**src/core/bcp_defs.vh**
```
// Purpose: Shared offsets, field positions and codes for the bus com port data path.
// Assumes: APB byte addresses, 32-bit data.
// Notes: Flag byte codes are plain defaults; adjust to the link protocol in use.
`ifndef BCP_DEFS_VH
`define BCP_DEFS_VH
`define BCP_OFF_NONBLOCK 12'h020
`define BCP_OFF_STATUS_A 12'h02c
`define BCP_OFF_BLOCK 12'h030
`define BCP_OFF_STATUS_B 12'h03c
`define BCP_BIT_PEN 31
`define BCP_BIT_TX_LINK_FAULT 14
`define BCP_BIT_TX_OVERFLOW_FLAG 13
`define BCP_BIT_REMOTE_REBOOT_BLOCK 12
`define BCP_TXS_RESET 8'h01
`define BCP_NULL_BYTE 8'h00
`define BCP_LINK_FAULT_FLAG_BYTE_BYTE 8'ha0
`define BCP_REBOOT_BYTE 8'hab
`endif

```
**src/core/bcp_fifo.v**
```verilog
// Purpose: Small byte FIFO with registered read data.
// Assumes: Single clock, synchronous active-high reset.
// Notes: Push into a full FIFO is dropped; the transmit caller checks space first, the receive caller does not.
`timescale 1ns/10ps
module bcp_fifo #(
  parameter AW = 4
) (
  input wire clk_i,
  input wire sys_rst_i,
  input wire ce_i,
  input wire push_i,
  input wire [7:0] wdata_i,
  input wire pop_i,
  output reg [7:0] rdata_o,
  output reg [AW:0] count_o
);
  reg [7:0] mem [0:(1<<AW)-1];
  reg [AW-1:0] wp;
  reg [AW-1:0] rp;
  wire do_push = push_i && (count_o != (1 << AW));
  wire do_pop = pop_i && (count_o != 0);
  // Pointers, fill count and registered head of queue.
  always @(posedge clk_i) begin
    if (sys_rst_i) begin
      wp <= {AW{1'b0}};
      rp <= {AW{1'b0}};
      count_o <= {(AW+1){1'b0}};
      rdata_o <= 8'h00;
    end else if (ce_i) begin
      if (do_push) begin
        mem[wp] <= wdata_i;
        wp <= wp + 1'b1;
      end
      if (do_pop) begin
        rdata_o <= mem[rp];
        rp <= rp + 1'b1;
      end
      count_o <= count_o + {{AW{1'b0}}, do_push} - {{AW{1'b0}}, do_pop};
    end
  end
endmodule

```
**src/core/bcp_core.v**
```verilog
// Purpose: Transmit status and blocking/non-blocking data registers of a debug com port.
// Assumes: APB slave on clk_i; one APB access byte-packs up to four bytes.
// Notes: Transmit FIFO accepts one byte per cycle; receive bytes enter rx_push_i.
//   Link bytes leave at most one every other cycle through the link register.
//   Free space and the port enable lag their sources by a cycle or two.
`timescale 1ns/10ps
`include "bcp_defs.vh"
module bcp_core #(
  parameter TX_PRESENT = 1,
  parameter RX_PRESENT = 1,
  parameter TX_BYTE_WIDTH = 4,
  parameter TX_AW = 4,
  parameter RX_AW = 4
) (
  input wire clk_i,
  input wire sys_rst_i,
  input wire ce_i,
  input wire psel_i,
  input wire penable_i,
  input wire pwrite_i,
  input wire [11:0] paddr_i,
  input wire [31:0] pwdata_i,
  output reg [31:0] prdata_o,
  output reg pready_o,
  output reg pslverr_o,
  input wire port_enable_input_i,
  input wire reboot_block_input_i,
  input wire link_up_i,
  output reg tx_valid_o,
  output reg [7:0] tx_data_o,
  input wire tx_ready_i,
  input wire rx_push_i,
  input wire [7:0] rx_data_i,
  output reg rx_link_fault_push_o
);
  localparam ST_IDLE = 2'h0;
  localparam ST_PUSH = 2'h1;
  localparam ST_DONE = 2'h2;
  // Full FIFO depth at the width of the fill count, so no bits are lost.
  localparam [TX_AW:0] TX_DEPTH = {1'b1, {TX_AW{1'b0}}};
  // Synchronisers for the two configuration levels.
  reg pen_m;
  reg port_enabled;
  reg rrd_m;
  reg remote_reboot_block;
  reg tx_link_fault;
  reg tx_overflow_flag;
  // Free-space field is registered so that it can show its reset value.
  reg [7:0] tx_free_space;
  // High for the cycle after a transmit pop, while the FIFO head register loads.
  // This halves the link rate but keeps the link outputs straight from flops.
  reg tx_load;
  // Blocking write waiting in lane 0 for room.
  reg wr_stall;
  reg [1:0] state;
  reg [31:0] wbuf;
  reg [2:0] lane;
  reg blocking;
  reg [1:0] rd_pend;
  reg [31:0] rd_acc;
  wire [TX_AW:0] tx_cnt;
  wire [7:0] tx_head;
  wire [RX_AW:0] rx_cnt;
  wire [7:0] rx_head;
  reg tx_push;
  reg [7:0] tx_byte;
  reg tx_pop;
  reg rx_pop;
  reg drop_ev;
  reg ovf_ev;
  // Counts bytes to enqueue, skipping nulls and lanes past the width.
  function [2:0] needed;
    input [31:0] d;
    integer i;
    begin
      needed = 3'h0;
      for (i = 0; i < 4; i = i + 1) begin
        if (i < TX_BYTE_WIDTH && d[8*i +: 8] != `BCP_NULL_BYTE)
          needed = needed + 3'h1;
      end
    end
  endfunction
  // Clamps a count to the eight bits of the free-space field.
  function [7:0] sat_byte;
    input [31:0] v;
    begin
      if (v > 32'h000000ff)
        sat_byte = 8'hff;
      else
        sat_byte = v[7:0];
    end
  endfunction
  // Skipped null bytes never enter the FIFO, so they take no space.
  wire [TX_AW:0] tx_free = TX_DEPTH - tx_cnt;
  // Address decode; both status offsets reach the one status word.
  wire setup = psel_i && !penable_i;
  wire a_block = paddr_i == `BCP_OFF_BLOCK;
  wire a_nblk = paddr_i == `BCP_OFF_NONBLOCK;
  wire a_stat = paddr_i == `BCP_OFF_STATUS_A || paddr_i == `BCP_OFF_STATUS_B;
  // Access phase of a data write or read; pwrite is held through the access.
  wire wr_phase = state == ST_PUSH && pwrite_i;
  wire rd_phase = state == ST_PUSH && !pwrite_i;
  // Bit 31 shows the port enable, bits 14:0 the transmit side.
  wire [31:0] status_word = {port_enabled, 16'h0000,
    (TX_PRESENT != 0) ? {tx_link_fault, tx_overflow_flag, remote_reboot_block,
    4'h0, tx_free_space} : 15'h0000};

  // Transmit queue; its head register feeds the link output stage.
  bcp_fifo #(.AW(TX_AW)) u_tx (.clk_i(clk_i), .sys_rst_i(sys_rst_i), .ce_i(ce_i),
    .push_i(tx_push), .wdata_i(tx_byte), .pop_i(tx_pop), .rdata_o(tx_head),
    .count_o(tx_cnt));
  // Receive queue; a fault byte joins it when a dropped byte is reported, unless a receive byte is pushed in that cycle.
  bcp_fifo #(.AW(RX_AW)) u_rx (.clk_i(clk_i), .sys_rst_i(sys_rst_i), .ce_i(ce_i),
    .push_i(rx_push_i || rx_link_fault_push_o), .wdata_i(rx_push_i ? rx_data_i :
    `BCP_LINK_FAULT_FLAG_BYTE_BYTE), .pop_i(rx_pop), .rdata_o(rx_head), .count_o(rx_cnt));

  // Stall test: the whole remaining word must fit before any of it is queued,
  // otherwise a later lane could find the FIFO full and the word would split.
  always @* begin
    wr_stall = blocking && lane == 3'h0 &&
      tx_free < {{(TX_AW-2){1'b0}}, needed(wbuf)};
  end
  // Byte pusher: one byte a cycle from the latched write word.
  // It only runs in a write access, so a word left behind by a write that a
  // link fault cut short can never be queued again by a later read.
  always @* begin
    tx_push = 1'b0;
    tx_byte = wbuf[7:0];
    drop_ev = 1'b0;
    ovf_ev = 1'b0;
    if (wr_phase && !wr_stall && !tx_link_fault && lane < TX_BYTE_WIDTH &&
        wbuf[7:0] != `BCP_NULL_BYTE) begin
      if (!link_up_i)
        drop_ev = 1'b1;
      else if (wbuf[7:0] == `BCP_REBOOT_BYTE && remote_reboot_block)
        tx_push = 1'b0;
      else if (tx_free != 0)
        tx_push = 1'b1;
      else
        ovf_ev = !blocking;
    end
  end
  // Drain the transmit FIFO towards the link.
  // A pop is held off while the previous head is still loading.
  always @* begin
    tx_pop = tx_cnt != {(TX_AW+1){1'b0}} && !tx_load && (!tx_valid_o || tx_ready_i);
  end
  // Only lanes 0 to 3 of a read pop, so no byte is lost past the fourth.
  always @* begin
    rx_pop = rd_phase && lane != 3'h4 && rx_cnt != {(RX_AW+1){1'b0}} &&
      port_enabled;
  end

  always @(posedge clk_i) begin
    if (sys_rst_i) begin
      pen_m <= 1'b0;
      port_enabled <= 1'b0;
      rrd_m <= 1'b0;
      remote_reboot_block <= 1'b0;
      tx_link_fault <= 1'b0;
      tx_overflow_flag <= 1'b0;
      state <= ST_IDLE;
      wbuf <= 32'h00000000;
      lane <= 3'h0;
      blocking <= 1'b0;
      rd_pend <= 2'h0;
      rd_acc <= 32'h00000000;
      tx_free_space <= `BCP_TXS_RESET;
      tx_load <= 1'b0;
      prdata_o <= 32'h00000000;
      pready_o <= 1'b1;
      pslverr_o <= 1'b0;
      tx_valid_o <= 1'b0;
      tx_data_o <= 8'h00;
      rx_link_fault_push_o <= 1'b0;
    end else if (ce_i) begin
      // Two-flop synchronisers; only the second stage is read elsewhere.
      pen_m <= port_enable_input_i;
      port_enabled <= pen_m;
      rrd_m <= reboot_block_input_i;
      remote_reboot_block <= rrd_m;
      tx_free_space <= sat_byte({{(31-TX_AW){1'b0}}, tx_free});
      rx_link_fault_push_o <= 1'b0;
      pslverr_o <= 1'b0;
      // The FIFO head register holds the popped byte one cycle after the pop,
      // so the link register loads from it then; a byte taken meanwhile
      // empties the link register for that cycle.
      tx_load <= tx_pop;
      if (tx_load) begin
        tx_valid_o <= 1'b1;
        tx_data_o <= tx_head;
      end else if (tx_ready_i) begin
        tx_valid_o <= 1'b0;
      end
      // Sticky flags; hardware set wins over software clear.
      if (setup && pwrite_i && a_stat) begin
        if (pwdata_i[`BCP_BIT_TX_LINK_FAULT])
          tx_link_fault <= 1'b0;
        if (pwdata_i[`BCP_BIT_TX_OVERFLOW_FLAG])
          tx_overflow_flag <= 1'b0;
      end
      if (drop_ev && TX_PRESENT != 0) begin
        tx_link_fault <= 1'b1;
        rx_link_fault_push_o <= 1'b1;
      end
      if (ovf_ev && TX_PRESENT != 0)
        tx_overflow_flag <= 1'b1;
      // Access sequencer: idle, byte stepping, then one cycle to raise ready.
      case (state)
        ST_IDLE: begin
          pready_o <= 1'b1;
          if (setup) begin
            pready_o <= 1'b0;
            state <= ST_DONE;
            prdata_o <= 32'h00000000;
            if (pwrite_i && (a_block || a_nblk)) begin
              // Writes dropped when absent, disabled or flagged.
              if (TX_PRESENT != 0 && port_enabled && !tx_link_fault &&
                  !tx_overflow_flag) begin
                wbuf <= pwdata_i;
                lane <= 3'h0;
                blocking <= a_block;
                state <= ST_PUSH;
              end
            end else if (!pwrite_i && (a_block || a_nblk)) begin
              rd_pend <= 2'h3;
              rd_acc <= {4{`BCP_NULL_BYTE}};
              lane <= 3'h0;
              state <= (RX_PRESENT != 0) ? ST_PUSH : ST_DONE;
              if (RX_PRESENT == 0)
                prdata_o <= 32'h00000000;
            end else if (!pwrite_i && a_stat) begin
              prdata_o <= status_word;
            end
          end
        end
        ST_PUSH: begin
          if (pwrite_i) begin
            // Blocking write waits for room for all remaining needed bytes.
            if (tx_link_fault) begin
              state <= ST_DONE;
            end else if (wr_stall) begin
              state <= ST_PUSH;
            end else begin
              wbuf <= {8'h00, wbuf[31:8]};
              lane <= lane + 3'h1;
              if (lane == 3'h3)
                state <= ST_DONE;
            end
          end else begin
            // Read gathers bytes; lane steps each cycle so reads never stall.
            if (rd_pend == 2'h2 && lane != 3'h0)
              rd_acc[8*(lane-3'h1) +: 8] <= rx_head;
            if (lane == 3'h4) begin
              state <= ST_DONE;
              // The fourth byte is still in the head register at this edge.
              if (rd_pend == 2'h2)
                prdata_o <= {rx_head, rd_acc[23:0]};
              else
                prdata_o <= rd_acc;
            end else begin
              rd_pend <= rx_pop ? 2'h2 : 2'h1;
              lane <= lane + 3'h1;
            end
          end
        end
        ST_DONE: begin
          // Ready rises here and stays high until the next setup phase.
          pready_o <= 1'b1;
          rd_pend <= 2'h0;
          if (psel_i && penable_i && !pready_o)
            state <= ST_IDLE;
        end
        default: state <= ST_IDLE;
      endcase
    end
  end
endmodule

```
**config.mk**
```make
export PLATFORM = sky130hd
export DESIGN_NAME = bcp_core
export DESIGN_NICKNAME = d
export VERILOG_FILES = /design/src/core/bcp_fifo.v /design/src/core/bcp_core.v
export VERILOG_INCLUDE_DIRS = /design/src /design/src/core
export SDC_FILE = /design/constraint.sdc
export NUM_CORES = 1
export LEC_CHECK = 0
export ABC_AREA = 1
export ABC_CLOCK_PERIOD_IN_PS = 4500
export BUFFER_PORTS_ARGS = -buffer_cell sky130_fd_sc_hd__clkbuf_2
export CAP_MARGIN = 40
export CORE_MARGIN = 1
export CORE_UTILIZATION = 50
export CTS_CLUSTER_DIAMETER = 40
export DETAILED_ROUTE_END_ITERATION = 8
export PLACE_DENSITY = 0.71
export SLEW_MARGIN = 20
export SYNTH_ARGS = -nofsm -noshare
export SYNTH_HDL_FRONTEND = slang
export SYNTH_SLANG_ARGS = --single-unit
export TNS_END_PERCENT = 10
```
**constraint.sdc**
```tcl
create_clock -name clk_i -period 4.5 [get_ports clk_i]
set_clock_uncertainty 0.05 [all_clocks]
set_input_delay 0.225 -clock clk_i [delete_from_list [all_inputs] [get_ports clk_i]]
set_output_delay 0.225 -clock clk_i [all_outputs]
set_load 0.1 [all_outputs]
```
## Yosys cells after proc, flatten, opt, wreduce, memory -nomap -nowiden

Memory sizes are Yosys's and may differ from the RTL's. A register that Yosys moved wholly into a read port is not among the register bits.
Index checks and enable logic that the tools add are counted.

| operators by class | value |
|---|---|
| $add $sub $neg | 15 |
| $lt $le $gt $ge | 2 |
| equal/unequal tests | 33 |
| shifts and indexed selects | 2 |
| multiplexer cells | 83 |
| reductions and logical operators | 76 |

Operators by type and width:

| kind | count |
|---|---|
| 32-bit 2-to-1 mux | 18 |
| 32-bit one-hot mux with 2 select lines | 3 |
| 12-bit by 6-bit equality test with 1-bit output (second input constant) | 4 |
| 32-bit negation with 34-bit output | 1 |
| 8-bit by 34-bit variable shift with 32-bit output (first input constant) | 1 |
| 8-bit by 34-bit indexed part select with 32-bit output | 1 |
| 3-bit 2-to-1 mux | 11 |
| 32-bit bitwise mux | 1 |
| 2-bit 2-to-1 mux | 16 |
| 8-bit nonzero test | 4 |
| 1-bit logical AND | 29 |
| 1-bit 2-to-1 mux | 29 |
| 2-bit inequality test (second input constant) | 11 |
| 3-bit inequality test (second input constant) | 6 |
| 4-bit by 1-bit adder with 4-bit output (second input constant) | 4 |
| 8-bit AND reduction | 2 |
| 5-bit AND reduction | 3 |
| 5-bit nonzero test | 3 |
| 2-bit AND reduction | 7 |
| 7-bit AND reduction | 2 |
| 2-bit nonzero test | 7 |
| 2-bit one-hot mux with 3 select lines | 2 |
| 5-bit by 1-bit adder with 5-bit output | 2 |
| 5-bit inequality test (second input constant) | 2 |
| other kinds (24) | 42 |

| storage, ports and cells | value |
|---|---|
| bits in registers | 153 |
| memory bits (writable) | 256 |
| memories | 2 |

Memories:

| name | words | bits a word | rd ports | clocked after memory_dff | write ports | line | text |
|---|---|---|---|---|---|---|---|
| u_rx.mem | 16 | 8 | 1 | 1 | 1 | bcp_fifo.v:17 | `reg [7:0] mem [0:(1<<AW)-1];` |
| u_tx.mem | 16 | 8 | 1 | 1 | 1 | bcp_fifo.v:17 |  |

## Logic depth before layout (Yosys ltp)

| depth | value |
|---|---|
| word-level depth | 21 |
| mapped depth | 30 |
| depth with buffers taken out | 30 |

## Cells and area by module

A second synthesis with hierarchy kept.

| second synthesis, totals | value |
|---|---|
| cells, all modules | 2,235 |
| area, all modules | 19,547.5 um^2 |

By module, submodules not included:

| module | times used | cells an instance | area an instance (um^2) |
|---|---|---|---|
| bcp_fifo at u_rx | 1 | 660 | 6,617.6 |
| bcp_fifo at u_tx | 1 | 660 | 6,582.6 |
| bcp_core | 1 | 915 | 6,347.3 |

## Worst setup path before layout

OpenSTA, ideal clock, no wires.

| timing | value |
|---|---|
| path type | reg-to-reg |
| from | register wbuf[6] (netlist: needed.d[6]) |
| to | register u_tx.count_o[4] |
| setup time | 70 ps |
| data arrival time | 3,757 ps |
| data required time | 4,380 ps |
| path slack | 623 ps |
| cell stages (with the launch flop) | 31 |
| period minus slack after synthesis | 3,877 ps |
| cells stage by stage | dfxtp_1 -> nor2_1 -> nand2_1 -> nor2_1 -> inv_1 -> ha_1 -> inv_1 -> nand2_1 -> nand2_1 -> inv_1 -> ha_1 -> nand2_1 -> xnor2_1 -> inv_1 -> ha_1 -> nand2_1 -> nand4_1 -> nor3_1 -> nand2_1 -> nand4_2 -> nor2_1 -> ha_1 -> inv_1 -> fa_1 -> o21ai_0 -> a21oi_1 -> nand2_1 -> nand2_1 -> nor2_1 -> o21ai_0 -> a21oi_1 |

| between the ends | value |
|---|---|
| cells in the longest elaborated chain, start to end | 19 |
| elaborated cells between the ends (all ways) | 23 |
| classes of those cells | add/sub: 5; order compare: 1; eq/ne: 1; mux: 7; reduce/logical: 9 |

Ends and longest elaborated chain:

| element | line | text |
|---|---|---|
| from (decl) | bcp_core.v:56 | `reg [31:0] wbuf;` |
| from (signal assigned) | bcp_core.v:220 | `wbuf <= pwdata_i;` |
| from (signal assigned) | bcp_core.v:245 | `wbuf <= {8'h00, wbuf[31:8]};` |
| 8-bit nonzero test (no source line) | n/a |  |
| 1-bit 2-to-1 mux | bcp_core.v:78 | `` if (i < TX_BYTE_WIDTH && d[8*i +: 8] != `BCP_NULL_BYTE) `` |
| 1-bit by 1-bit adder with 2-bit output | bcp_core.v:79 | `needed = needed + 3'h1;` |
| 3-bit 2-to-1 mux | bcp_core.v:78 |  |
| 3-bit by 1-bit adder with 3-bit output | bcp_core.v:79 |  |
| 3-bit 2-to-1 mux | bcp_core.v:78 |  |
| 3-bit by 1-bit adder with 3-bit output | bcp_core.v:79 |  |
| 3-bit 2-to-1 mux | bcp_core.v:78 |  |
| 5-bit by 3-bit less-than comparator with 1-bit output | bcp_core.v:121 | `tx_free < {{(TX_AW-2){1'b0}}, needed(wbuf)};` |
| 1-bit logical AND | bcp_core.v:120 | `wr_stall = blocking && lane == 3'h0 &&` |
| 1-bit zero test | bcp_core.v:131 | `if (wr_phase && !wr_stall && !tx_link_fault && lane < TX_BYTE_WIDTH &&` |
| 1-bit logical AND (3 in a row) | bcp_core.v:131 |  |
| 1-bit logical AND (no source line) | n/a |  |
| 1-bit 2-to-1 mux (*) | bcp_core.v:131 |  |
| 1-bit logical AND (*) | bcp_fifo.v:20 | `wire do_push = push_i && (count_o != (1 << AW));` |
| 5-bit by 1-bit adder with 5-bit output (*) | bcp_fifo.v:38 | `count_o <= count_o + {{AW{1'b0}}, do_push} - {{AW{1'b0}}, do_pop};` |
| 5-bit by 1-bit subtractor with 5-bit output (*) | bcp_fifo.v:38 |  |
| to (signal assigned) | bcp_fifo.v:27 | `count_o <= {(AW+1){1'b0}};` |
| to (signal assigned) | bcp_fifo.v:38 |  |
| to (decl) | bcp_fifo.v:15 | `output reg [AW:0] count_o` |

Every way passes the cells marked *; elsewhere a longest branch is shown, timed or not.
A chain may end at the register's enable or synchronous reset.

## Worst setup path after layout

| timing | value |
|---|---|
| from | register wbuf[11] (netlist: needed.d[11]) |
| to | register u_tx.count_o[4] |

| between the ends | value |
|---|---|
| cells in the longest elaborated chain, start to end | 17 |

Ends and longest elaborated chain:

| element | line |
|---|---|
| 8-bit nonzero test (no source line) (*) | n/a |
| 3-bit 2-to-1 mux (*) | bcp_core.v:78 |
| 3-bit by 1-bit adder with 3-bit output | bcp_core.v:79 |
| 3-bit 2-to-1 mux (*) | bcp_core.v:78 |
| 3-bit by 1-bit adder with 3-bit output | bcp_core.v:79 |
| 3-bit 2-to-1 mux (*) | bcp_core.v:78 |
| 5-bit by 3-bit less-than comparator with 1-bit output (*) | bcp_core.v:121 |
| 1-bit logical AND (*) | bcp_core.v:120 |
| 1-bit zero test (*) | bcp_core.v:131 |
| 1-bit logical AND (*) (3 in a row) | bcp_core.v:131 |
| 1-bit logical AND (no source line) (*) | n/a |
| 1-bit 2-to-1 mux (*) | bcp_core.v:131 |
| 1-bit logical AND (*) | bcp_fifo.v:20 |
| 5-bit by 1-bit adder with 5-bit output (*) | bcp_fifo.v:38 |
| 5-bit by 1-bit subtractor with 5-bit output (*) | bcp_fifo.v:38 |

Marked as above.

==> flow_summary.ini <==
[critical_path]
crit_path_frequent_cell = sky130_fd_sc_hd__nand2_1
critical_path.max_stage_delay_ns = 0.40
worst-r2r-setup-slack_ns = 0.33
path_class = reg2reg
crit_start = needed.d[11]
cp_data_arrival_time_ns = 4.64
timing.reg2reg.worst_path_depth = 28
critical_path.max_fanout = 3
crit-reg2reg-capture = u_tx.count_o[4]
critical_path.endpoint_type = flip-flop
required_worst_endpoint_ns = 4.97
crit_path_start_kind = flip-flop
worstReg2RegStart = needed.d[11]
worst_setup_path_endpoint = u_tx.count_o[4]
slowest_stage = sky130_fd_sc_hd__fa_1

[detailed_routing]
drt.antenna.violating_nets = 0
first_pass_iters = 6
first_iter_violations = 1203
drc = 0
detail_route.vias_per_cell = 5.70
routed_wire_length_per_instance_um = 18.5
detailroute.via_count = 14000
postRouteWirelength_um = 45300

[sta]
final_min_period_over_clock_period = 0.927
worst_slew_pin_slew_ns = 0.834
count_of_endpoints_failing_hold_in_the_final_timing_report = 0
layout_min_cycle_time_ns = 4.17
hold_ws_ns = 0.0361
slew-limit-headroom = 0.442
max_clock_freq_ghz = 0.240
setup_viol = 0
drv_slew = 0

[yosys]
yosys_warnings = 0
synth_top_cells_by_area = sky130_fd_sc_hd__edfxtp_1 (42%), sky130_fd_sc_hd__dfxtp_1 (18%), sky130_fd_sc_hd__o21ai_0 (6.0%)
synth_seq_cells = 425
synth.yosys.seq_area_share = 0.605
post-synth-top-area-fraction = 0.420
postSynthCellCount = 1812
synth_edf_count = 256
async_reset_ff_frac = 0
post-synth-top-area-cell = sky130_fd_sc_hd__edfxtp_1
synth_ff_type = sky130_fd_sc_hd__edfxtp_1
synth_area_per_cell_um2 = 10.1
mappedNetlistArea_mm2 = 0.0183
yosysUniqueCellTypes = 52
synthesis.nets = 1920

[clock_network]
tritoncts = built
ctsRootBufferMaster = sky130_fd_sc_hd__clkbuf_16
cts_max_path_buffers = 3
clkLatencyLatePin_ns = 0.59
cts_num_sinks = 425
cts_buffers = 50
clock_tree.htree_level_count = 2
cts.reportedPaths.clkPinSlew_ns = 0.06

[floorplan]
coreArea_mm2 = 0.0357
dieArea_mm2 = 0.0374
fp.dieH_um = 193
boundaryPins = 107
placement_rows = 69
die_width_um = 193
initial_core_util = 0.512

[global_route]
global_route.overflow_total = 0
first_pass_grt_wire_length_um = 71500
grt_antenna_before_repair = 0
largest_net_degree_at_the_start_of_global_routing = 67
grt_pass1_vias = 13500
globalRouteTotalUtil = 0.240

[hold_path]
holdCritPathClass = in2reg

[placement]
dp_hpwl_um = 28500
gp_congestion = 0.902
numPortBuffers = 105
post_dp_cell_area_mm2 = 0.0193

[outcome]
run_status = completed

[layout]
final_area_mm2 = 0.0215
final_nets = 2060
area_growth_pct = 17.3
final_layout_size_suffix_gt1_frac = 0.145
antenna_cells = 0

[power]
max-vdd-ir-drop_mv = 0.317
p_leak_uw = 0.00802
powerDensity_mw_per_mm2 = 457

[run]
maxCapViolations = 0
-- flip-flops by register name, summed over array words and instances, names as in the netlist, 2 cells and up --
signal and flops:
needed.d 32, u_tx.rp 4, u_tx.rdata_o 8, state 2, u_rx.rp 4, u_rx.wp 4, rd_acc 32, u_tx.mem 128
u_rx.mem 128, u_tx.count_o 5, tx_free_space 5, rd_pend 2, lane 3, prdata_o 32, u_rx.count_o 5, u_tx.wp 4
tx_data_o 8, u_rx.rdata_o 8
-- area by class of cell --
class	instances	area, µm²
Clock inverter	32	353
Clock buffer	62	1310
Sequential cell	425	11100
Multi-Input combinational cell	1140	6290
Tap cell	461	577
Inverter	147	557
Fill cell	2888	14300
Timing Repair Buffer	188	1300
-- power by group --
group	total, µW	leakage, µW	switching, µW	internal (µW)
registers	4320	0.00374	87.1	4230
clock network	4030	0.000780	1650	2380
logic	1450	0.00349	1020	428
total	9800	0.00802	2760	7040
-- routing by layer --
| layer | GRT usage | up-vias | wire, µm |
|---|---|---|---|
| met5 | 0 | - | 0 |
| met4 | 0.0957 | 0 | 1400 |
| met3 | 0.0314 | 101 | 2740 |
| met2 | 0.406 | 511 | 22100 |
| met1 | 0.312 | 6669 | 19000 |
| li1 | - | 6702 | - |
-- how the worst min path moves through the flow --
| stage | start | endpoint | slack [ns] | depth (start not counted) |
|---|---|---|---|---|
| 5_1_grt | pwrite_i | blocking | 0.06 | 3 |
| 6_report | tx_ready_i | tx_valid_o | 0.04 | 4 |
| 4_1_cts | pwrite_i | blocking | 0.02 | 3 |
| 2_1_floorplan | port_enable_input_i | pen_m | 0.31 | 2 |
| 3_3_place_gp | rd_acc[13] | rd_acc[13] | 0.40 | 2 |
| 3_5_place_dp | rd_acc[12] | rd_acc[12] | 0.40 | 2 |
-- cells in the final DEF (no fill, tap or decap), types with 5 or more instances in the layout --
cell,instances
sky130_fd_sc_hd__a21oi_2,5
sky130_fd_sc_hd__nand2_1,152
sky130_fd_sc_hd__nand2_2,8
sky130_fd_sc_hd__mux2i_1,25
sky130_fd_sc_hd__o22ai_1,19
sky130_fd_sc_hd__nor3_1,17
sky130_fd_sc_hd__clkbuf_16,50
sky130_fd_sc_hd__ha_1,43
sky130_fd_sc_hd__clkinv_1,11
sky130_fd_sc_hd__nand3_1,85
sky130_fd_sc_hd__buf_4,39
sky130_fd_sc_hd__inv_2,13
sky130_fd_sc_hd__o21ai_0,216
sky130_fd_sc_hd__nor2_2,7
sky130_fd_sc_hd__clkbuf_2,105
sky130_fd_sc_hd__edfxtp_1,256
sky130_fd_sc_hd__nand4_1,18
sky130_fd_sc_hd__o211ai_1,41
sky130_fd_sc_hd__nor2_1,253
sky130_fd_sc_hd__clkinvlp_4,9
sky130_fd_sc_hd__a31oi_1,5
sky130_fd_sc_hd__bufinv_16,5
sky130_fd_sc_hd__inv_6,5
sky130_fd_sc_hd__o221ai_1,45
sky130_fd_sc_hd__clkbuf_1,11
sky130_fd_sc_hd__o21ai_1,9
sky130_fd_sc_hd__inv_1,126
sky130_fd_sc_hd__dlygate4sd3_1,37
sky130_fd_sc_hd__dfxtp_1,168
sky130_fd_sc_hd__a21oi_1,139
-- worst max-delay path: cells and delay by family (launching register included) --
family | cells | cell delay (ns)
fa+ha+maj | 5 | 1.37
simple gates | 14 | 1.54
buf+inv | 4 | 0.23
xor+xnor | 1 | 0.13
compound gates | 4 | 0.46
flops | 1 | 0.34
-- what timing repair did --
action	in CTS	in global routing
endpoints found under the setup margin	0	25
buffers inserted	0	1
gates resized for setup	0	13
hold buffers	36	1
endpoints found under the hold margin	37	3
-- cell usage after synthesis, drive strengths merged, types with 41 or more instances --
cell and instances:
nor2 264, nand2 161, o21ai 228, o221ai 45
dfxtp 169, clkbuf 72, o211ai 41, nand3 85
edfxtp 256, ha 43, inv 139, a21oi 146
-- logic make-up after synthesis --
logic type                 Yosys count  synth area share
muxes                               25            0.0137
adders and majority gates           45            0.0316
DFF                                425             0.605
and+or+nand+nor                    566             0.134
xor gates and xnor gates             6           0.00287
buffers and inverters              247            0.0540
other                                1          0.000205
AOI/OAI and AO/OA                  497             0.159
-- per-stage QoR --
stage	setup WS, ns	total power [µW]	instances	setup TNS (ns)	utilization
floorplan	0.623	5410	1812	0	-
global placement	0.374	5730	2314	0	0.538
detailed placement	0.234	5770	2319	0	0.540
CTS	0.184	9800	2449	0	0.597
global route	-0.0628	10100	2455	-0.0628	0.600
finish	0.329	9800	2455	0	0.600
Note: power is estimated with default switching activity, not from simulation.
